==> src/verilog/owc_pkg.sv <==
// package: register map, field layout and reset values of the oscillator control block
package owc_pkg;
	localparam logic [3:0] ADDR_OSC_CTRL = 4'h4;
	localparam logic [3:0] ADDR_IRQ_STATUS = 4'h0;
	localparam logic [3:0] ADDR_IRQ_MASK = 4'h8;
	localparam logic [3:0] ADDR_LP_CTRL = 4'hC;
	localparam int PRE_HI = 31;
	localparam int PRE_LO = 20;
	localparam int B_WU_CLK = 19;
	localparam int B_EXT_SRC = 18;
	localparam int B_OSC_SEL = 17;
	localparam int B_INT_EN = 16;
	localparam int B_IN_USE = 9;
	localparam int B_EXT_EN = 8;
	localparam int B_MUL_EN = 2;
	localparam int B_WU_ACT = 1;
	localparam int B_WU_GO = 0;
	localparam logic [31:0] OSC_CTRL_RESET = 32'h8001_0030;
	// reserved fields: 15-10 write-0, 7-3 write 00110; these hold their reset pattern
	localparam logic [31:0] RSVD_MASK = 32'h0000_FCF8;
	localparam logic [31:0] RSVD_VALUE = 32'h0000_0030;
	localparam logic [3:0] LOW_NIBBLE_PRELOAD = 4'h0;
	localparam int IRQ_WU_DONE = 0;
	localparam int IRQ_WU_START = 1;
	localparam logic [1:0] RESP_OKAY = 2'h0;
	localparam logic [1:0] RESP_SLVERR = 2'h2;
	typedef struct packed {
		logic [11:0] preload_upper;
		logic warmup_clock_select;
		logic external_source_select;
		logic high_speed_osc_select;
		logic internal_osc_enable;
		logic external_osc_enable;
		logic multiplier_enable;
		logic multiplied_clock_use;
	} owc_ctrl_t;
	typedef struct packed {
		logic internal_osc_run;
		logic external_crystal_run;
		logic multiplier_run;
		logic external_source_is_crystal;
		logic high_speed_is_external;
		logic multiplied_clock_use;
	} owc_clk_out_t;
endpackage : owc_pkg

==> src/verilog/owc_warmup_timer.sv <==
// warm-up counter clocked by ref_clk, counting ticks of the selected oscillator
`timescale 1ns/1ns
module owc_warmup_timer (
	input wire logic ref_clk,
	input wire logic srst,
	input wire logic start,
	input wire logic [15:0] preload,
	input wire logic tick,
	output logic active,
	output logic done
);
	logic [15:0] count_q;
	logic [15:0] count_d;
	logic active_q;
	logic active_d;
	logic done_q;
	wire logic reach = active_q && tick && (count_q + 16'h0001 >= preload);
	always_comb begin
		count_d = count_q;
		active_d = active_q;
		if (start) begin
			count_d = 16'h0000;
			active_d = 1'b1;
		end else if (active_q && tick) begin
			count_d = count_q + 16'h0001;
			if (reach) begin
				active_d = 1'b0;
			end
		end
	end
	always_ff @(posedge ref_clk) begin
		if (srst) begin
			count_q <= 16'h0000;
			active_q <= 1'b0;
			done_q <= 1'b0;
		end else begin
			count_q <= count_d;
			active_q <= active_d;
			done_q <= reach && !start;
		end
	end
	assign active = active_q;
	assign done = done_q;
endmodule : owc_warmup_timer

==> src/verilog/owc_axil_slave.sv <==
// AXI4-Lite slave front end: takes one write and one read, answers from registers
`timescale 1ns/1ns
module owc_axil_slave (
	input wire logic ref_clk,
	input wire logic srst,
	input wire logic [31:0] s_awaddr,
	input wire logic s_awvalid,
	output logic s_awready,
	input wire logic [31:0] s_wdata,
	input wire logic [3:0] s_wstrb,
	input wire logic s_wvalid,
	output logic s_wready,
	output logic [1:0] s_bresp,
	output logic s_bvalid,
	input wire logic s_bready,
	input wire logic [31:0] s_araddr,
	input wire logic s_arvalid,
	output logic s_arready,
	output logic [31:0] s_rdata,
	output logic [1:0] s_rresp,
	output logic s_rvalid,
	input wire logic s_rready,
	output logic wr_en,
	output logic [3:0] wr_addr,
	output logic [31:0] wr_data,
	output logic [3:0] wr_strb,
	input wire logic wr_ok,
	output logic rd_en,
	output logic [3:0] rd_addr,
	input wire logic [31:0] rd_data,
	input wire logic rd_ok
);
	logic aw_q;
	logic w_q;
	logic [3:0] awa_q;
	logic [31:0] wd_q;
	logic [3:0] ws_q;
	logic bv_q;
	logic [1:0] br_q;
	logic rv_q;
	logic [31:0] rd_q;
	logic [1:0] rr_q;
	assign s_awready = !aw_q && !bv_q;
	assign s_wready = !w_q && !bv_q;
	assign s_arready = !rv_q;
	assign wr_en = aw_q && w_q && !bv_q;
	assign wr_addr = awa_q;
	assign wr_data = wd_q;
	assign wr_strb = ws_q;
	assign rd_en = s_arvalid && s_arready;
	// any high address bit maps to an unused code, so aliases are refused
	assign rd_addr = (|s_araddr[31:4]) ? 4'h1 : s_araddr[3:0];
	always_ff @(posedge ref_clk) begin
		if (srst) begin
			aw_q <= 1'b0;
			w_q <= 1'b0;
			awa_q <= 4'h0;
			wd_q <= 32'h0000_0000;
			ws_q <= 4'h0;
			bv_q <= 1'b0;
			br_q <= 2'h0;
		end else begin
			if (s_awvalid && s_awready) begin
				aw_q <= 1'b1;
				awa_q <= (|s_awaddr[31:4]) ? 4'h1 : s_awaddr[3:0];
			end
			if (s_wvalid && s_wready) begin
				w_q <= 1'b1;
				wd_q <= s_wdata;
				ws_q <= s_wstrb;
			end
			if (wr_en) begin
				aw_q <= 1'b0;
				w_q <= 1'b0;
				bv_q <= 1'b1;
				br_q <= wr_ok ? owc_pkg::RESP_OKAY : owc_pkg::RESP_SLVERR;
			end else if (bv_q && s_bready) begin
				bv_q <= 1'b0;
			end
		end
	end
	always_ff @(posedge ref_clk) begin
		if (srst) begin
			rv_q <= 1'b0;
			rd_q <= 32'h0000_0000;
			rr_q <= 2'h0;
		end else if (rd_en) begin
			rv_q <= 1'b1;
			rd_q <= rd_ok ? rd_data : 32'h0000_0000;
			rr_q <= rd_ok ? owc_pkg::RESP_OKAY : owc_pkg::RESP_SLVERR;
		end else if (rv_q && s_rready) begin
			rv_q <= 1'b0;
		end
	end
	assign s_bvalid = bv_q;
	assign s_bresp = br_q;
	assign s_rvalid = rv_q;
	assign s_rdata = rd_q;
	assign s_rresp = rr_q;
endmodule : owc_axil_slave

==> src/verilog/owc_osc_control.sv <==
// oscillator control register, warm-up control, interrupt and low-power registers
//
// The placing of the registers and the AXI4-Lite interface to the registers are this design's own decisions.
`timescale 1ns/1ns
module owc_osc_control (
	input wire logic ref_clk,
	input wire logic srst,
	input wire logic [31:0] s_awaddr,
	input wire logic s_awvalid,
	output logic s_awready,
	input wire logic [31:0] s_wdata,
	input wire logic [3:0] s_wstrb,
	input wire logic s_wvalid,
	output logic s_wready,
	output logic [1:0] s_bresp,
	output logic s_bvalid,
	input wire logic s_bready,
	input wire logic [31:0] s_araddr,
	input wire logic s_arvalid,
	output logic s_arready,
	output logic [31:0] s_rdata,
	output logic [1:0] s_rresp,
	output logic s_rvalid,
	input wire logic s_rready,
	input wire logic internal_osc_tick,
	input wire logic external_osc_tick,
	input wire logic deep_stop_exit,
	output owc_pkg::owc_clk_out_t clk_ctrl,
	output logic irq
);
	owc_pkg::owc_ctrl_t ctrl_q;
	owc_pkg::owc_ctrl_t ctrl_d;
	logic in_use_q;
	logic [1:0] irq_stat_q;
	logic [1:0] irq_mask_q;
	logic wr_en;
	logic [3:0] wr_addr;
	logic [31:0] wr_data;
	logic [3:0] wr_strb;
	logic rd_en;
	logic [3:0] rd_addr;
	logic [31:0] rd_word;
	logic wu_active;
	logic wu_done;

	function automatic logic [31:0] strobe_mask(input logic [3:0] s);
		strobe_mask = {{8{s[3]}}, {8{s[2]}}, {8{s[1]}}, {8{s[0]}}};
	endfunction : strobe_mask

	function automatic logic addr_known(input logic [3:0] a);
		addr_known = (a == owc_pkg::ADDR_OSC_CTRL) || (a == owc_pkg::ADDR_IRQ_STATUS) ||
			(a == owc_pkg::ADDR_IRQ_MASK) || (a == owc_pkg::ADDR_LP_CTRL);
	endfunction : addr_known

	owc_axil_slave u_bus (
		.ref_clk(ref_clk),
		.srst(srst),
		.s_awaddr(s_awaddr),
		.s_awvalid(s_awvalid),
		.s_awready(s_awready),
		.s_wdata(s_wdata),
		.s_wstrb(s_wstrb),
		.s_wvalid(s_wvalid),
		.s_wready(s_wready),
		.s_bresp(s_bresp),
		.s_bvalid(s_bvalid),
		.s_bready(s_bready),
		.s_araddr(s_araddr),
		.s_arvalid(s_arvalid),
		.s_arready(s_arready),
		.s_rdata(s_rdata),
		.s_rresp(s_rresp),
		.s_rvalid(s_rvalid),
		.s_rready(s_rready),
		.wr_en(wr_en),
		.wr_addr(wr_addr),
		.wr_data(wr_data),
		.wr_strb(wr_strb),
		.wr_ok(addr_known(wr_addr)),
		.rd_en(rd_en),
		.rd_addr(rd_addr),
		.rd_data(rd_word),
		.rd_ok(addr_known(rd_addr))
	);

	wire logic [31:0] wmask = strobe_mask(wr_strb);
	wire logic wr_osc = wr_en && (wr_addr == owc_pkg::ADDR_OSC_CTRL);
	wire logic wr_mask = wr_en && (wr_addr == owc_pkg::ADDR_IRQ_MASK);
	wire logic wr_lp = wr_en && (wr_addr == owc_pkg::ADDR_LP_CTRL);
	wire logic [31:0] cur_word = osc_word(ctrl_q, in_use_q, wu_active);
	// bytes whose write strobe is clear keep the current value whatever is written
	wire logic [31:0] merged = (cur_word & ~wmask) | (wr_data & wmask);
	wire logic wu_start = wr_osc && wmask[owc_pkg::B_WU_GO] && wr_data[owc_pkg::B_WU_GO];
	wire logic wu_tick = ctrl_q.warmup_clock_select ? external_osc_tick : internal_osc_tick;
	wire logic [15:0] wu_preload = {ctrl_q.preload_upper, owc_pkg::LOW_NIBBLE_PRELOAD};

	function automatic logic [31:0] osc_word(input owc_pkg::owc_ctrl_t c, input logic use_ext,
		input logic act);
		logic [31:0] w;
		w = owc_pkg::RSVD_VALUE;
		w[owc_pkg::PRE_HI:owc_pkg::PRE_LO] = c.preload_upper;
		w[owc_pkg::B_WU_CLK] = c.warmup_clock_select;
		w[owc_pkg::B_EXT_SRC] = c.external_source_select;
		w[owc_pkg::B_OSC_SEL] = c.high_speed_osc_select;
		w[owc_pkg::B_INT_EN] = c.internal_osc_enable;
		w[owc_pkg::B_IN_USE] = use_ext;
		w[owc_pkg::B_EXT_EN] = c.external_osc_enable;
		w[owc_pkg::B_MUL_EN] = c.multiplier_enable;
		w[owc_pkg::B_WU_ACT] = act;
		w[owc_pkg::B_WU_GO] = 1'b0;
		osc_word = w;
	endfunction : osc_word

	assign rd_word =
		(rd_addr == owc_pkg::ADDR_OSC_CTRL) ? cur_word :
		(rd_addr == owc_pkg::ADDR_IRQ_STATUS) ? {30'h0000_0000, irq_stat_q} :
		(rd_addr == owc_pkg::ADDR_IRQ_MASK) ? {30'h0000_0000, irq_mask_q} :
		(rd_addr == owc_pkg::ADDR_LP_CTRL) ? {31'h0000_0000, ctrl_q.multiplied_clock_use} :
		32'h0000_0000;

	owc_warmup_timer u_warmup (
		.ref_clk(ref_clk),
		.srst(srst),
		.start(wu_start),
		.preload(wu_preload),
		.tick(wu_tick),
		.active(wu_active),
		.done(wu_done)
	);

	always_comb begin
		ctrl_d = ctrl_q;
		if (wr_osc) begin
			ctrl_d.preload_upper = merged[owc_pkg::PRE_HI:owc_pkg::PRE_LO];
			ctrl_d.warmup_clock_select = merged[owc_pkg::B_WU_CLK];
			ctrl_d.external_source_select = merged[owc_pkg::B_EXT_SRC];
			ctrl_d.high_speed_osc_select = merged[owc_pkg::B_OSC_SEL];
			ctrl_d.internal_osc_enable = merged[owc_pkg::B_INT_EN];
			ctrl_d.external_osc_enable = merged[owc_pkg::B_EXT_EN];
			ctrl_d.multiplier_enable = merged[owc_pkg::B_MUL_EN];
		end
		if (wr_lp && wmask[0]) begin
			ctrl_d.multiplied_clock_use = wr_data[0];
		end
		if (deep_stop_exit) begin
			ctrl_d.warmup_clock_select = 1'b0;
			ctrl_d.high_speed_osc_select = 1'b0;
			ctrl_d.internal_osc_enable = 1'b1;
			ctrl_d.external_osc_enable = 1'b0;
			ctrl_d.multiplier_enable = 1'b0;
			ctrl_d.multiplied_clock_use = 1'b0;
		end
	end

	wire logic rd_stat = rd_en && (rd_addr == owc_pkg::ADDR_IRQ_STATUS);
	wire logic [1:0] irq_events = {wu_start, wu_done};

	always_ff @(posedge ref_clk) begin
		if (srst) begin
			ctrl_q <= '{preload_upper: 12'h800, internal_osc_enable: 1'b1, default: 1'b0};
			in_use_q <= 1'b0;
		end else begin
			ctrl_q <= ctrl_d;
			in_use_q <= ctrl_q.high_speed_osc_select;
		end
	end

	// set wins over the read-to-clear in the same cycle
	always_ff @(posedge ref_clk) begin
		if (srst) begin
			irq_stat_q <= 2'h0;
			irq_mask_q <= 2'h0;
		end else begin
			irq_stat_q <= (rd_stat ? 2'h0 : irq_stat_q) | irq_events;
			if (wr_mask && wmask[0]) begin
				irq_mask_q <= wr_data[1:0];
			end
		end
	end

	assign irq = |(irq_stat_q & irq_mask_q);
	assign clk_ctrl.internal_osc_run = ctrl_q.internal_osc_enable;
	assign clk_ctrl.external_crystal_run = ctrl_q.external_osc_enable;
	assign clk_ctrl.multiplier_run = ctrl_q.multiplier_enable;
	assign clk_ctrl.external_source_is_crystal = ctrl_q.external_source_select;
	assign clk_ctrl.high_speed_is_external = ctrl_q.high_speed_osc_select;
	assign clk_ctrl.multiplied_clock_use = ctrl_q.multiplied_clock_use;
endmodule : owc_osc_control

==> config.mk <==
export PLATFORM = sky130hd
export DESIGN_NAME = owc_osc_control
export DESIGN_NICKNAME = d
export VERILOG_FILES = /design/src/verilog/owc_pkg.sv /design/src/verilog/owc_warmup_timer.sv /design/src/verilog/owc_axil_slave.sv /design/src/verilog/owc_osc_control.sv
export SDC_FILE = /design/constraint.sdc
export NUM_CORES = 1
export LEC_CHECK = 0
export BUFFER_PORTS_ARGS = -buffer_cell sky130_fd_sc_hd__buf_2
export CAP_MARGIN = 5
export CORE_MARGIN = 4
export CORE_UTILIZATION = 45
export CTS_BUF_LIST = sky130_fd_sc_hd__clkbuf_2
export CTS_CLUSTER_SIZE = 25
export DETAILED_ROUTE_END_ITERATION = 12
export HOLD_SLACK_MARGIN = 0.15
export PLACE_DENSITY = 0.73
export SYNTH_ARGS = -nofsm -noshare
export SYNTH_HDL_FRONTEND = slang
export SYNTH_SLANG_ARGS = --single-unit
==> constraint.sdc <==
create_clock -name ref_clk -period 3.7 [get_ports ref_clk]
set_input_delay 0.185 -clock ref_clk [delete_from_list [all_inputs] [get_ports ref_clk]]
set_output_delay 0.185 -clock ref_clk [all_outputs]
set_load 0.02 [all_outputs]
==> impl_metrics.env <==
export IMPL_seq_area_frac_synth_pct=42.8
export IMPL_top_level_ports=158
export IMPL_power_leakage_nw=2.43
export IMPL_post_cts_setup_buffers=0
export IMPL_die_area_sq_um=11900
export IMPL_cp_data_arrival_time_ns=3.44
export IMPL_powerDensity_nw_per_um2=309
export IMPL_synth_edf_count=0
export IMPL_cap_violations=0
export IMPL_fin_setup_tns_ns=0
export IMPL_grt_first_pass_wirelength_microns=20000
export IMPL_slew_headroom_pct=29.3
export IMPL_grt_max_degree=59
export IMPL_path_clk_slew_ns=0.28
export IMPL_final_setup_viol_count=0
export IMPL_root_buffer="clkbuf_2"
export IMPL_gr_usage_all_layers_pct=21.1
export IMPL_syn_area_sq_um=4580
export IMPL_rsz0062_at_grt="false"
export IMPL_multiInputGateArea_sq_um=2300
export IMPL_hold_viol=0
export IMPL_io_buffers=134
export IMPL_fin_util_pct=58.4
export IMPL_dp_hpwl_microns=8560
export IMPL_fp_dieH_microns=109
export IMPL_clockBufferDepth=2
export IMPL_grt_antenna_before_repair=0
export IMPL_fin_crit_sh_pct=78.7
export IMPL_min_path_type="primary input to flip-flop"
export IMPL_required_ns=4.23
export IMPL_critPathKind="flip-flop to flip-flop"
export IMPL_final_area_sq_um=5760
export IMPL_wire_per_inst_microns=14.8
export IMPL_power_total_mw=1.78
export IMPL_clock_latency_ns=0.58
export IMPL_synth_main_ff_cell="dfxtp_1"
export IMPL_synth_warnings=0
export IMPL_post_dp_cell_area_sq_um=5200
export IMPL_area_growth_pct=25.7
export IMPL_pre_cts_slack_ns=0.848
export IMPL_worst_pin_slew_ns=1.06
export IMPL_routed_via_density=5.26
export IMPL_gp_congestion=0.810
export IMPL_synth_area_per_cell_sq_um=8.65
export IMPL_cp_slowest_cell="dfxtp_1"
export IMPL_critPathMaxStageDelay_ns=0.52
export IMPL_synth_async_reset_ratio_pct=0
export IMPL_synth_ff_latch_count=98
export IMPL_drive_gt1_share_pct=24.0
export IMPL_drtAntennaViolNets=0
export IMPL_outcome="finished clean"
export IMPL_path_max_fanout=7
export IMPL_n_antenna_cell=0
export IMPL_stdcell_count=828
export IMPL_final_nets=813
export IMPL_dr_pass1_iters=4
export IMPL_synth_cell_types=57
export IMPL_core_area_sq_um=9860
export IMPL_start_util_pct=46.5
export IMPL_numCtsBuffers=9
export IMPL_irDropWorstVdd_uv=211
export IMPL_seq_area_sq_um=1960
export IMPL_worst_hold_slack_ns=0.183
export IMPL_setup_slack_ns=0.788
export IMPL_maxSlewViolCount=0
export IMPL_worstPathCellList="and3_1 > nand4_2 > nor3_1 > xor2_1 > ha_1 > nand4_1 > or2_2 > a311o_1 > a41o_1"
export IMPL_num_vias=4356
export IMPL_routed_wl_microns=12300
export IMPL_cts_sinks=98
export IMPL_fmax_ghz=0.343
export IMPL_fin_crit_ns=2.91
export IMPL_netlist_instances=530
export IMPL_skew_ns=0.0478
export IMPL_h_tree_depth=3
export IMPL_fillers=892
export IMPL_crit_path_start_kind="flip-flop"
export IMPL_first_iter_violations=201
export IMPL_first_global_vias=4303
export IMPL_drc=0
export IMPL_die_x_microns=109
export IMPL_cts_tree="yes"
export IMPL_globalRouteOverflowTotal=0
export IMPL_critPathCaptureType="flip-flop"
export IMPL_placement_rows=36
export IMPL_dp_cells=766
==> Yosys cell counts (all sizes together), types with 13 or more instances <==
cell	count	share of area [%]
a21oi	59	6.4
inv	21	1.7
xor2	14	2.7
a22o	20	3.8
nor4	18	3.1
nand2	83	6.8
ha	13	3.5
nor2	27	2.2
dfxtp	98	43
nand3	24	2.9
nand4	15	2.3
clkbuf	13	1.1
buf	31	5.1
==> metal layers <==
metal	vias to the layer above	part of all wire [%]	global-route usage [%]
met5	-	0	0
met4	0	2.1	7.84
met3	22	6.0	3.26
met2	116	50	37.0
met1	2042	41	26.0
li1	2176	-	-
==> cells in the final DEF, fill, tap and decap left out, drive strengths merged, types with 3 or more instances in the layout <==
| cell type | synthesis | final |
|---|---|---|
| and2 | 3 | 3 |
| or3 | 3 | 3 |
| a21oi | 59 | 59 |
| conb | 1 | 11 |
| or4 | 3 | 3 |
| nand2b | 4 | 4 |
| mux2i | 7 | 7 |
| xor2 | 14 | 14 |
| buf | 31 | 137 |
| clkbuf | 13 | 9 |
| o31ai | 4 | 4 |
| dfxtp | 98 | 98 |
| nor3 | 10 | 10 |
| nor2 | 27 | 27 |
| nand3b | 3 | 3 |
| nor2b | 3 | 3 |
| o21ai | 8 | 8 |
| inv | 21 | 24 |
| and4 | 3 | 3 |
| nor4 | 18 | 18 |
| a22o | 20 | 20 |
| dlygate4sd3 | 0 | 46 |
| xnor2 | 5 | 5 |
| nor3b | 3 | 3 |
| ha | 13 | 13 |
| nand2 | 83 | 83 |
| and3 | 6 | 6 |
| nand3 | 24 | 24 |
| nand4 | 15 | 15 |
| o211ai | 4 | 4 |
==> layout make-up <==
cell class,count,share of cell area (%)
multi-input combinational,377,40.0
inverter,21,1.37
tap,133,2.89
clock buffer,9,0.782
sequential,98,34.0
timing repair buffer,183,20.0
clock inverter,7,0.890
==> cell families (layout without fill, tap and decap cells) <==
family | Yosys count | in the layout | share of synthesized area [%]
muxes | 9 | 9 | 2.10
AOI/OAI and AO/OA | 111 | 111 | 15.7
buffers and inverters | 65 | 220 | 7.84
xor gates and xnor gates | 19 | 19 | 3.63
and+or+nand+nor | 214 | 214 | 24.3
DFF | 98 | 98 | 42.8
other | 1 | 11 | 0.0818
adders and majority gates | 13 | 13 | 3.55
==> critical path, delay by kind of cell, from the launching register on <==
| kind | cells | cell delay (ns) |
|---|---|---|
| compound gates | 2 | 0.58 |
| fa+ha+maj | 1 | 0.31 |
| xor+xnor | 1 | 0.11 |
| simple gates | 5 | 1.33 |
| flops | 1 | 0.52 |
==> path summary, 6_finish.rpt <==
check                                    startpoint                  end  slack [ns]  depth (start not counted)
worst max-delay path            u_warmup.count_q[5]      u_warmup.active        0.79                          9
worst min-delay path              internal_osc_tick  u_warmup.count_q[2]        0.18                          5
worst max register to register  u_warmup.count_q[5]      u_warmup.active        0.79                          9
worst min register to register    u_bus.wr_data[24]            flip-flop        0.46                          2
==> power by group <==
group          internal, mW  switching, mW  leakage [nW]  total (mW)
registers              1.08         0.0203         0.794        1.10
clock network        0.0938          0.378        0.0559       0.472
logic                0.0969          0.106          1.58       0.203
==> repair_timing <==
action / 4_1_cts / 5_1_grt
hold buffers: 46 / 0
endpoints found under the setup margin: 0 / 0
resized for setup: 0 / 0
endpoints found under the hold margin: 44 / 0
(Power assumes the default switching activity.)
